===== config.mk =====
export PLATFORM = sky130hd
export DESIGN_NAME = lsirq_core
export DESIGN_NICKNAME = d
export VERILOG_FILES = /design/src/hw/lsirq_pkg.sv /design/src/hw/lsirq_az_if.sv /design/src/hw/lsirq_az_sched.sv /design/src/hw/lsirq_core.sv
export SDC_FILE = /design/constraint.sdc
export NUM_CORES = 1
export LEC_CHECK = 0
export BUFFER_PORTS_ARGS = -buffer_cell sky130_fd_sc_hd__clkbuf_2
export CELL_PAD_IN_SITES_DETAIL_PLACEMENT = 1
export CELL_PAD_IN_SITES_GLOBAL_PLACEMENT = 2
export CORE_MARGIN = 5
export CORE_UTILIZATION = 39
export CTS_CLUSTER_DIAMETER = 50
export DETAILED_ROUTE_END_ITERATION = 12
export PLACE_DENSITY_LB_ADDON = 0.1
export SLEW_MARGIN = 15
export SYNTH_ARGS = -nofsm -noshare
export SYNTH_HDL_FRONTEND = slang
export SYNTH_SLANG_ARGS = --single-unit

===== constraint.sdc =====
create_clock -name mclk_in -period 3.5 [get_ports mclk_in]
set_input_delay 0.175 -clock mclk_in [delete_from_list [all_inputs] [get_ports mclk_in]]
set_output_delay 0.175 -clock mclk_in [all_outputs]
set_load 0.03 [all_outputs]

===== src/hw/lsirq_pkg.sv =====
// Package of constants for the light sensor interrupt and auto-zero block
package lsirq_pkg;
	// ****************************************
	// Register offsets
	// ****************************************
	localparam logic [7:0] LSIRQ_STATUS_ADDR = 8'h93;
	localparam logic [7:0] LSIRQ_SLEEP_CFG_ADDR = 8'hab;
	localparam logic [7:0] LSIRQ_AZ_CFG_ADDR = 8'hd6;
	localparam logic [7:0] LSIRQ_IRQ_EN_ADDR = 8'hdd;
	// ****************************************
	// Field positions
	// ****************************************
	localparam int LSIRQ_SAT_BIT = 7;
	localparam int LSIRQ_LIGHT_BIT = 4;
	localparam int LSIRQ_RD_CLR_BIT = 7;
	localparam int LSIRQ_SAI_BIT = 4;
	localparam int LSIRQ_OFFSET_SEARCH_START_SELECT_BIT = 7;
	localparam int LSIRQ_AZ_N_MSB = 6;
	// ****************************************
	// Reset values and masks
	// ****************************************
	localparam logic [7:0] LSIRQ_SLEEP_CFG_RST = 8'h00;
	localparam logic [7:0] LSIRQ_AZ_CFG_RST = 8'h7f;
	localparam logic [7:0] LSIRQ_IRQ_EN_RST = 8'h00;
	localparam logic [7:0] LSIRQ_STATUS_RST = 8'h00;
	localparam logic [7:0] LSIRQ_FLAG_MASK = 8'h90;
	localparam logic [6:0] LSIRQ_AZ_NEVER = 7'h00;
	localparam logic [6:0] LSIRQ_AZ_FIRST_ONLY = 7'h7f;
	localparam logic [6:0] LSIRQ_AZ_CNT_ONE = 7'h01;
endpackage


===== src/hw/lsirq_az_if.sv =====
// Interface between the register core and the auto-zero scheduler
`timescale 1ns/10ps
`default_nettype none
interface lsirq_az_if;
	logic [7:0] az_cfg;
	logic meas_cycle;
	logic first_cycle;
	logic az_run;
	logic start_prev;
	modport core (output az_cfg, meas_cycle, first_cycle, input az_run, start_prev);
	modport sched (input az_cfg, meas_cycle, first_cycle, output az_run, start_prev);
endinterface
`default_nettype wire


===== src/hw/lsirq_az_sched.sv =====
// Auto-zero scheduler: decides which light cycles run offset search
`timescale 1ns/10ps
`default_nettype none
module lsirq_az_sched (
	// Clock and reset
	input wire logic mclk_in,
	input wire logic rst_b_in,
	// Link to register core
	lsirq_az_if.sched az
);
	typedef struct packed {
		logic [6:0] cnt;
		logic run;
	} lsirq_az_s;
	lsirq_az_s st_q, st_d;
	logic [6:0] n;
	// ****************************************
	// Interval counter
	// ****************************************
	always_comb begin
		n = az.az_cfg[lsirq_pkg::LSIRQ_AZ_N_MSB:0];
		st_d = st_q;
		st_d.run = 1'b0;
		if (az.meas_cycle) begin
			if (n == lsirq_pkg::LSIRQ_AZ_NEVER) begin
				st_d.cnt = lsirq_pkg::LSIRQ_AZ_CNT_ONE;
			end else if (n == lsirq_pkg::LSIRQ_AZ_FIRST_ONLY) begin
				st_d.run = az.first_cycle;
			end else if (az.first_cycle || st_q.cnt >= n) begin
				st_d.run = 1'b1;
				st_d.cnt = lsirq_pkg::LSIRQ_AZ_CNT_ONE;
			end else begin
				st_d.cnt = 7'(st_q.cnt + lsirq_pkg::LSIRQ_AZ_CNT_ONE);
			end
		end
	end
	always_ff @(posedge mclk_in or negedge rst_b_in) begin
		if (!rst_b_in) begin
			st_q <= '0;
		end else begin
			st_q <= st_d;
		end
	end
	assign az.az_run = st_q.run;
	// Mode 1 resumes from last offset, mode 0 restarts from zero
	assign az.start_prev = az.az_cfg[lsirq_pkg::LSIRQ_OFFSET_SEARCH_START_SELECT_BIT];
endmodule // lsirq_az_sched
`default_nettype wire


===== src/hw/lsirq_core.sv =====
// Interrupt, sleep-after-interrupt and auto-zero configuration core
//
// Operation
// Clear-on-read set: any status read clears every flag.
// Oscillator off without power-on, or when sleep-after-irq and irq low.
// Host wakes device only by clearing pending flags; code also wakes it when the irq enable or sleep-after-irq bit is cleared.
// Sleep-after-irq changes no register; it only gates the oscillator.
// Search starts at zero in mode 0, previous offset in mode 1.
// Interval 0 never, 7Fh first cycle only, else every nth cycle.
// Saturation enable lets saturation flag pull the interrupt.
// Light enable lets light flag pull the interrupt.
// Status bits 7 and 4 set by events, cleared by writing one.
// Interrupt pin low while any enabled flag is set.
// Host writes zero to reserved configuration bits.
`timescale 1ns/10ps
`default_nettype none
module lsirq_core (
	// Clock and reset
	input wire logic mclk_in,
	input wire logic rst_b_in,
	// Register access port
	input wire logic [7:0] reg_addr_in,
	input wire logic reg_wr_in,
	input wire logic reg_rd_in,
	input wire logic [7:0] reg_wdata_in,
	output logic [7:0] reg_rdata_out,
	// Measurement engine events
	input wire logic sat_event_in,
	input wire logic light_event_in,
	input wire logic meas_cycle_in,
	input wire logic first_cycle_in,
	input wire logic power_on_bit_in,
	// Auto-zero controls
	output logic az_run_out,
	output logic offset_search_start_select_out,
	// Oscillator and interrupt pin
	output logic osc_en_out,
	output logic irq_pin_out,
	output logic irq_pin_oe_out
);
	typedef struct packed {
		logic [7:0] status;
		logic [7:0] sleep_cfg;
		logic [7:0] az_cfg;
		logic [7:0] irq_en;
		logic [7:0] rdata;
	} lsirq_core_s;
	lsirq_core_s st_q, st_d;
	lsirq_az_if az_link();
	logic [7:0] set_v;
	logic [7:0] clr_v;
	logic irq_active;

	function automatic logic hit(input logic [7:0] a, input logic [7:0] b);
		hit = (a == b);
	endfunction

	// ****************************************
	// Register update
	// ****************************************
	always_comb begin
		st_d = st_q;
		set_v = '0;
		clr_v = '0;
		set_v[lsirq_pkg::LSIRQ_SAT_BIT] = sat_event_in;
		set_v[lsirq_pkg::LSIRQ_LIGHT_BIT] = light_event_in;
		if (reg_wr_in && hit(reg_addr_in, lsirq_pkg::LSIRQ_STATUS_ADDR)) begin
			clr_v = reg_wdata_in & lsirq_pkg::LSIRQ_FLAG_MASK;
		end
		if (reg_rd_in && hit(reg_addr_in, lsirq_pkg::LSIRQ_STATUS_ADDR)
			&& st_q.sleep_cfg[lsirq_pkg::LSIRQ_RD_CLR_BIT]) begin
			clr_v = lsirq_pkg::LSIRQ_FLAG_MASK;
		end
		// Set beats clear so a same-cycle event is never lost
		st_d.status = ((st_q.status & ~clr_v) | set_v) & lsirq_pkg::LSIRQ_FLAG_MASK;
		if (reg_wr_in) begin
			case (reg_addr_in)
				lsirq_pkg::LSIRQ_SLEEP_CFG_ADDR: begin
					st_d.sleep_cfg = reg_wdata_in;
				end
				lsirq_pkg::LSIRQ_AZ_CFG_ADDR: begin
					st_d.az_cfg = reg_wdata_in;
				end
				lsirq_pkg::LSIRQ_IRQ_EN_ADDR: begin
					st_d.irq_en = reg_wdata_in;
				end
				default: begin
				end
			endcase
		end
		// Read data sampled before the clear-on-read takes effect
		case (reg_addr_in)
			lsirq_pkg::LSIRQ_STATUS_ADDR: st_d.rdata = st_q.status;
			lsirq_pkg::LSIRQ_SLEEP_CFG_ADDR: st_d.rdata = st_q.sleep_cfg;
			lsirq_pkg::LSIRQ_AZ_CFG_ADDR: st_d.rdata = st_q.az_cfg;
			lsirq_pkg::LSIRQ_IRQ_EN_ADDR: st_d.rdata = st_q.irq_en;
			default: st_d.rdata = '0;
		endcase
		if (!reg_rd_in) begin
			st_d.rdata = st_q.rdata;
		end
	end

	always_ff @(posedge mclk_in or negedge rst_b_in) begin
		if (!rst_b_in) begin
			st_q.status <= lsirq_pkg::LSIRQ_STATUS_RST;
			st_q.sleep_cfg <= lsirq_pkg::LSIRQ_SLEEP_CFG_RST;
			st_q.az_cfg <= lsirq_pkg::LSIRQ_AZ_CFG_RST;
			st_q.irq_en <= lsirq_pkg::LSIRQ_IRQ_EN_RST;
			st_q.rdata <= '0;
		end else begin
			st_q <= st_d;
		end
	end

	// ****************************************
	// Interrupt pin and oscillator gate
	// ****************************************
	assign irq_active = (st_q.status[lsirq_pkg::LSIRQ_SAT_BIT]
		&& st_q.irq_en[lsirq_pkg::LSIRQ_SAT_BIT])
		|| (st_q.status[lsirq_pkg::LSIRQ_LIGHT_BIT]
		&& st_q.irq_en[lsirq_pkg::LSIRQ_LIGHT_BIT]);
	// Open drain: only ever drives low
	assign irq_pin_out = 1'b0;
	assign irq_pin_oe_out = irq_active;
	// Gate only; sleep never touches a register, wake follows flag clear
	assign osc_en_out = power_on_bit_in
		&& !(st_q.sleep_cfg[lsirq_pkg::LSIRQ_SAI_BIT] && irq_active);
	assign reg_rdata_out = st_q.rdata;

	// ****************************************
	// Auto-zero scheduling
	// ****************************************
	assign az_link.az_cfg = st_q.az_cfg;
	assign az_link.meas_cycle = meas_cycle_in;
	assign az_link.first_cycle = first_cycle_in;
	lsirq_az_sched u_az_sched (
		.mclk_in(mclk_in),
		.rst_b_in(rst_b_in),
		.az(az_link.sched)
	);
	assign az_run_out = az_link.az_run;
	assign offset_search_start_select_out = az_link.start_prev;
endmodule // lsirq_core
`default_nettype wire


==> summary.md, run 1 <==
| Metric | Value |
|---|---|
| Actual slew at the worst max-slew pin | 947 ps |
| Mapped Area | 2330 um2 |
| Met3 Routed Length | 206 um |
| Initial antenna violation count | 0 |
| Startpoint types | flip-flop |
| FF+latch count, synth | 42 |
| Mean Syn Cell Area | 11.2 um2 |
| Sum of negative setup slack | 0 ps |
| Largest cells by area after synthesis | dfrtp_1 38%, dfstp_2 7.9%, mux2_2 7.2% |
| Wire per inst | 17.1 um |
| Leakage | 1.21 nW |
| Setup ws final | 1430 ps |
| Die Y-Extent | 87.3 um |
| Global placement routability congestion | 0.872 |
| First-pass GRT wire length | 9240 um |
| Root Driver | clkbuf_8 |
| CP endpoint kind | flip-flop |
| Site Rows | 28 |
| CTS sink count | 42 |
| Cts bufs inserted | 5 |
| Hold crit path type | input port to async pin |
| Unrepaired setup endpoints after global routing | no |
| Hold Buf Count CTS | 0 |
| FF-to-FF path depth | 7 |
| Final nets | 270 |
| Crit Path Max Fanout | 6 |
| DIE WIDTH | 87.3 um |
| Overflow after GRT | 0 |
| Status | completed |
| Final setup violating endpoints | 0 |
| Max Transition Viols Final | 0 |
| Die ar. | 7620 um2 |
| Commonest cells after routing, fill and taps aside | 35 x dfrtp_1, 35 x clkbuf_2, 15 x inv_1, 15 x mux2_2, 12 x a22oi_1 |
| Crit share post-route | 0.593 |
| Postcts setup bufs | 0 |
| Largest net degree at the start of global routing | 43 |
| Yosys top cell by area | dfrtp_1 |
| Iter 0 DRT Violations | 26 |
| Arrival time worst endpoint | 2300 ps |
| Initial core utilization | 0.398 |
| Clk buf depth | 2 |
| CP required | 3730 ps |
| Library cells used by synthesis | 46 |
| IO Port Bufs | 36 |
| CTS clk-pin slew, worst paths | 90 ps |
| IO Count | 38 |
| Crit path time final | 2070 ps |
| Maxcap violations | 0 |
| Main synth FF type | dfrtp_1 |
| Asr flop ratio synth | 1.00 |
| Fmax | 482 MHz |
| Placed wire-length estimate | 4340 um |
| Place WS | 1450 ps |
| Worst r2r src | az_link.az_cfg[6]$_DFFE_PN1P_ |
| CP Class | flip-flop to flip-flop |
| WL final | 5360 um |
| Post-Synthesis Cells | 208 |
| Post-DRT Antenna Nets | 0 |
| PwrDens | 389 nW/um2 |
| Area fraction of the dominant cell type after synthesis | 0.376 |
| Core region area | 5850 um2 |
| Via count | 1,664 |
| Pwr Total | 1.02 mW |
| Vias in the first global route | 1,903 |
| Final hold vios | 0 |
| Post-route DRC | 0 |
| Rel. slew slack | 0.369 |
| DRT Pass-1 Iters | 4 |
| Met2 Wirelength | 2830 um |
| Post-Syn Nets | 241 |
| Reg2reg end | u_az_sched.st_q[4]$_DFFE_PN0P_ |
| Total GRT Usage | 0.155 |
| Seq/Total Area, Yosys | 0.455 |
| Top routing layer in use | met4 |
| Area Overhead vs Synth | 12.1% |
| CTS tree | built |
| Drt via density | 5.32 |
| EDFF count, synth | 0 |
| # diodes | 0 |
| CTS resizes | 0 |
| Clk_skew | 9.69 ps |
| Synth Warn # | 0 |
| Register-to-register setup slack | 1430 ps |
| CTS H-tree depth | 2 |
| Peak VDD IR | 0.166 mV |
| Layout cells sized above 1 | 0.366 |
| M1 wire length | 2250 um |
| Clk Latency, worst-skew pair | 290 ps |
[final cells by class]
type,count,area (um2)
clock buffers,5,68.8
clock inverters,3,43.8
fillers,651,3240
inverters,16,65.1
multi-input cells,136,1100
flip-flops and latches,42,1060
well taps,75,93.8
repair buffers,36,180
[cells in the mapped netlist, types with 4 or more instances]
master	count
mux2_4	9
buf_4	9
ha_1	8
o21ai_0	8
a21oi_1	9
nand3_1	5
nand2_1	5
a22oi_1	12
mux2_2	15
inv_1	15
o22ai_1	8
dfstp_2	7
dfrtp_1	35
nor2_1	10
a22o_1	4
[power breakdown]
group | switching (mW) | internal [mW]
Combinational | 0.0671 | 0.0469
Clock | 0.171 | 0.214
Sequential | 0.0141 | 0.505
Total | 0.252 | 0.766
[stage by stage]
stage	hold slack, ps	util	instance area, um2	cells
2_1_floorplan	-121	-	2330	208
3_3_place_gp	362	0.428	2500	305
3_5_place_dp	369	0.428	2500	305
4_1_cts	58.9	0.447	2610	313
5_1_grt	65.7	0.447	2610	313
6_report	26.5	0.447	2610	313
[flip-flops by register name, indices dropped and copies added (netlist names)]
register	count
u_az_sched.st_q	7
az_link.az_cfg	8
st_q	18
reg_rdata_out	8
u_az_sched.az.az_run	1
[kinds of logic (layout without fill, tap and decap cells)]
kind of cell | Yosys count | after routing | synth area share
buffers and inverters | 30 | 60 | 0.0725
AOI/OAI and AO/OA | 55 | 55 | 0.158
adders and majority gates | 8 | 8 | 0.0429
DFF | 42 | 42 | 0.455
and+or+nand+nor | 48 | 48 | 0.140
other | 1 | 1 | 0.00161
muxes | 24 | 24 | 0.130
[metal layers]
metal / GRT usage / vias to the layer above
met5: 0 / -
met4: 0.0418 / 0
met3: 0.0303 / 8
met2: 0.288 / 26
met1: 0.179 / 824
li1: - / 806
[worst max path at each step]
stage | startpoint | to | slack [ps] | depth (start not counted)
6_report | az_link.az_cfg[6]$_DFFE_PN1P_ | u_az_sched.st_q[4]$_DFFE_PN0P_ | 1430 | 7
5_1_grt | az_link.az_cfg[6]$_DFFE_PN1P_ | u_az_sched.st_q[3]$_DFFE_PN0P_ | 1260 | 7
4_1_cts | az_link.az_cfg[6]$_DFFE_PN1P_ | u_az_sched.st_q[4]$_DFFE_PN0P_ | 1430 | 7
3_5_place_dp | az_link.az_cfg[6]$_DFFE_PN1P_ | u_az_sched.st_q[4]$_DFFE_PN0P_ | 1450 | 7
3_3_place_gp | az_link.az_cfg[6]$_DFFE_PN1P_ | u_az_sched.st_q[3]$_DFFE_PN0P_ | 1530 | 7
2_1_floorplan | az_link.az_cfg[6]$_DFFE_PN1P_ | u_az_sched.st_q[4]$_DFFE_PN0P_ | 1620 | 7
[worst max-delay path, cell delays in order, from the launching register on]
cell and delay, ps:
dfstp_2 560, inv_1 60, ha_1 320, a211o_1 300, a31oi_1 210, o211ai_2 200, nor2_2 200, a22o_1 160
Note: power is estimated with default switching activity, not from simulation.
==> run 2, diff against run 1 <==
Settings changed: ABC_AREA from default to 1, CORE_UTILIZATION 39 to 29.
Clock period 3.5 ns to 1.8 ns, I/O delays scaled along.
==> run 2 against run 1 <==
- die area rose by 38%
- design area rose by 11%
- fmax rose by 25%
- core utilization fell by 9.8 points
- combinational power rose by 150%
- total power rose by 88%
- first-iteration DRC count rose by 62%
- clock-buffer cell count rose by 1
- sequential share of layout area fell by 3.9 points
- area after synthesis rose by 7.0%
- sequential power rose by 100%
- critical path depth rose by 2
- highest routed layer unchanged
==> summary.md, run 2 <==
| Metric | Value |
|---|---|
| Status | completed |
| Post-DRT Antenna Nets | 0 |
| CTS H-tree depth | 2 |
| Vias in the first global route | 2,263 |
| Fmax | 600 MHz |
| Iter 0 DRT Violations | 42 |
| Site Rows | 33 |
| Crit path capture | u_az_sched.st_q[5]$_DFFE_PN0P_ |
| Total GRT Usage | 0.146 |
| Slowest CP cell | dfstp_2 |
| Layout cells sized above 1 | 0.223 |
| Max Transition Viols Final | 0 |
| Final nets | 399 |
| Hold path depth | 3 |
| Die Y-Extent | 103 um |
| Fill cells | 1,043 |
| CTS tree | built |
| Reg2reg end | u_az_sched.st_q[5]$_DFFE_PN0P_ |
| Hold_ws | 22.1 ps |
| Worst r2r src | az_link.az_cfg[6]$_DFFE_PN1P_ |
| Initial core utilization | 0.301 |
| Crit-path max cell delay | 560 ps |
| Place WS | 64.7 ps |
| IO Count | 38 |
| Largest net degree at the start of global routing | 43 |
| DIE WIDTH | 103 um |
| Clk buf depth | 2 |
| Critical path origin | az_link.az_cfg[6]$_DFFE_PN1P_ |
| Most flops, register | st_q |
| Register-to-register setup slack | 130 ps |
| Wire per inst | 14.8 um |
| Post-route cell area | 2890 um2 |
| Area fraction of the dominant cell type after synthesis | 0.351 |
| Actual slew at the worst max-slew pin | 569 ps |
| Cts bufs inserted | 5 |
| Arrival time worst endpoint | 1860 ps |
| Crit path time final | 1670 ps |
| Area Overhead vs Synth | 15.8% |
| Initial antenna violation count | 0 |
| Startpoint types | flip-flop |
| Rel. slew slack | 0.621 |
| Crit Path Max Fanout | 3 |
| # diodes | 0 |
| EDFF count, synth | 0 |
| Asr flop ratio synth | 1.00 |
| CP endpoint kind | flip-flop |
| Sum of negative setup slack | 0 ps |
| Largest cells by area after synthesis | dfrtp_1 35%, nand2_1 17%, dfstp_2 7.4% |
| CTS clk-pin slew, worst paths | 80 ps |
| Clk Latency, worst-skew pair | 290 ps |
| Post-route DRC | 0 |
| Leakage | 1.67 nW |
| Register area | 1060 um2 |
| Unrepaired setup endpoints after global routing | yes |
| Final hold vios | 0 |
| Overflow after GRT | 0 |
| Peak VDD IR | 0.263 mV |
| Worst path most repeated cell | nand2_1 |
| FF+latch count, synth | 42 |
| Maxcap violations | 0 |
| Area after DPL | 2720 um2 |
| Final setup violating endpoints | 0 |
| Clk_skew | 9.34 ps |
| Max reg flops | 18 |
| Synth Warn # | 0 |
| IO Port Bufs | 36 |
| Mean Syn Cell Area | 7.63 um2 |
| Most frequent cells after synthesis | 115 x nand2_1, 35 x dfrtp_1, 33 x nand3_1 |
| Hold crit path type | input port to flip-flop |
| Most common cell in the netlist | nand2_1 |
| Core region area | 8300 um2 |
| Yosys top cell by area | dfrtp_1 |
| Final core utilization | 0.348 |
| Area of the multi-input gates | 1220 um2 |
| Drt via density | 4.61 |
| PwrDens | 663 nW/um2 |
| Crit share post-route | 0.926 |
| CP Class | flip-flop to flip-flop |
| WL final | 7000 um |
| Placed wire-length estimate | 5390 um |
| Seq/Total Area, Yosys | 0.425 |
| Global placement routability congestion | 0.758 |
| Root Driver | clkbuf_8 |
| CP required | 1990 ps |
| Commonest cells after routing, fill and taps aside | 115 x nand2_1, 36 x clkbuf_2, 35 x dfrtp_1 |
| First-pass GRT wire length | 11,800 um |
| Most common cell after layout, fill and taps aside | nand2_1 |
| Pwr Total | 1.92 mW |
| Die ar. | 10,600 um2 |
| Placed Cells | 457 |
| FF-to-FF path depth | 9 |
| Main synth FF type | dfrtp_1 |
| CTS sink count | 42 |
| DRT Pass-1 Iters | 4 |
| Worst-path cell chain | inv_2 > ha_1 > nand2_1 > nor2_1 > nand2_1 > nand3_2 > nand2_1 > nand2_1 > inv_1 |
| Non-filler cells, final | 472 |
| Post-Syn Nets | 360 |
| Post-Synthesis Cells | 327 |
| Via count | 2,176 |
| Library cells used by synthesis | 26 |
| Mapped Area | 2490 um2 |
| Setup ws final | 133 ps |
[run 2: changes by cell type after synthesis, moves of 9 or more]
cell / before / now
mux2_4: 9 / 0
a22oi_1: 12 / 0
nand3_1: 5 / 33
mux2_2: 15 / 0
nand2_1: 5 / 115
o21ai_1: 2 / 14
nor2_1: 10 / 20
inv_1: 15 / 31
[run 2: logic make-up (layout without fill, tap and decap cells)]
kind of cell	after synthesis	in the layout	synth area share
xor gates and xnor gates	2	2	0.00702
other	1	1	0.00150
and+or+nand+nor	187	187	0.347
adders and majority gates	8	8	0.0401
DFF	42	42	0.425
buffers and inverters	49	89	0.0963
AOI/OAI and AO/OA	38	38	0.0838
[run 2: power by group]
part	switching, mW	total (mW)	internal (mW)
registers	0.0416	1.04	0.999
logic	0.181	0.283	0.101
clock network	0.325	0.594	0.269
total	0.547	1.92	1.37
[run 2: worst min path at each step]
| stage | from | slack (ps) | end |
|---|---|---|---|
| CTS | reg_wdata_in[0] | 6 | az_link.az_cfg[0]$_DFFE_PN1P_ |
| floorplan | rst_b_in | -210 | az_link.az_cfg[7]$_DFFE_PN0P_ |
| detailed placement | rst_b_in | 220 | st_q[8]$_DFFE_PN0P_ |
| global placement | rst_b_in | 220 | st_q[12]$_DFFE_PN0P_ |
| finish | reg_wdata_in[0] | 20 | az_link.az_cfg[0]$_DFFE_PN1P_ |
| global route | reg_wdata_in[0] | 20 | az_link.az_cfg[0]$_DFFE_PN1P_ |
[run 2: area by class of cell]
cell class | instances | share of cell area
Multi-Input combinational cell | 236 | 0.423
Sequential cell | 42 | 0.367
Timing Repair Buffer | 46 | 0.0909
Inverter | 35 | 0.0455
Tap cell | 105 | 0.0455
Clock buffer | 6 | 0.0251
Clock inverter | 2 | 0.00346
[run 2: timing repair]
action / in CTS / in global routing
hold buffers: 3 / 0
endpoints found under the hold margin: 37 / 0
endpoints found under the setup margin: 0 / 7
resized for setup: 0 / 5
setup buffers: 0 / 4
[run 2: worst max-delay path, delay by kind of cell (launching register included)]
family	cells	cell delay [ps]
AND/OR/NAND/NOR	6	630
flip-flops	1	560
adder cells (fa/ha/maj)	1	290
buffers and inverters	2	80
[run 2: layer usage]
layer  vias to the layer above  global-route usage  wire length (um)
met5                         -                   0                 0
met4                         0              0.0329                44
met3                         4              0.0237               222
met2                        30               0.230              3150
met1                      1036               0.211              3590
li1                       1106                   -                 -
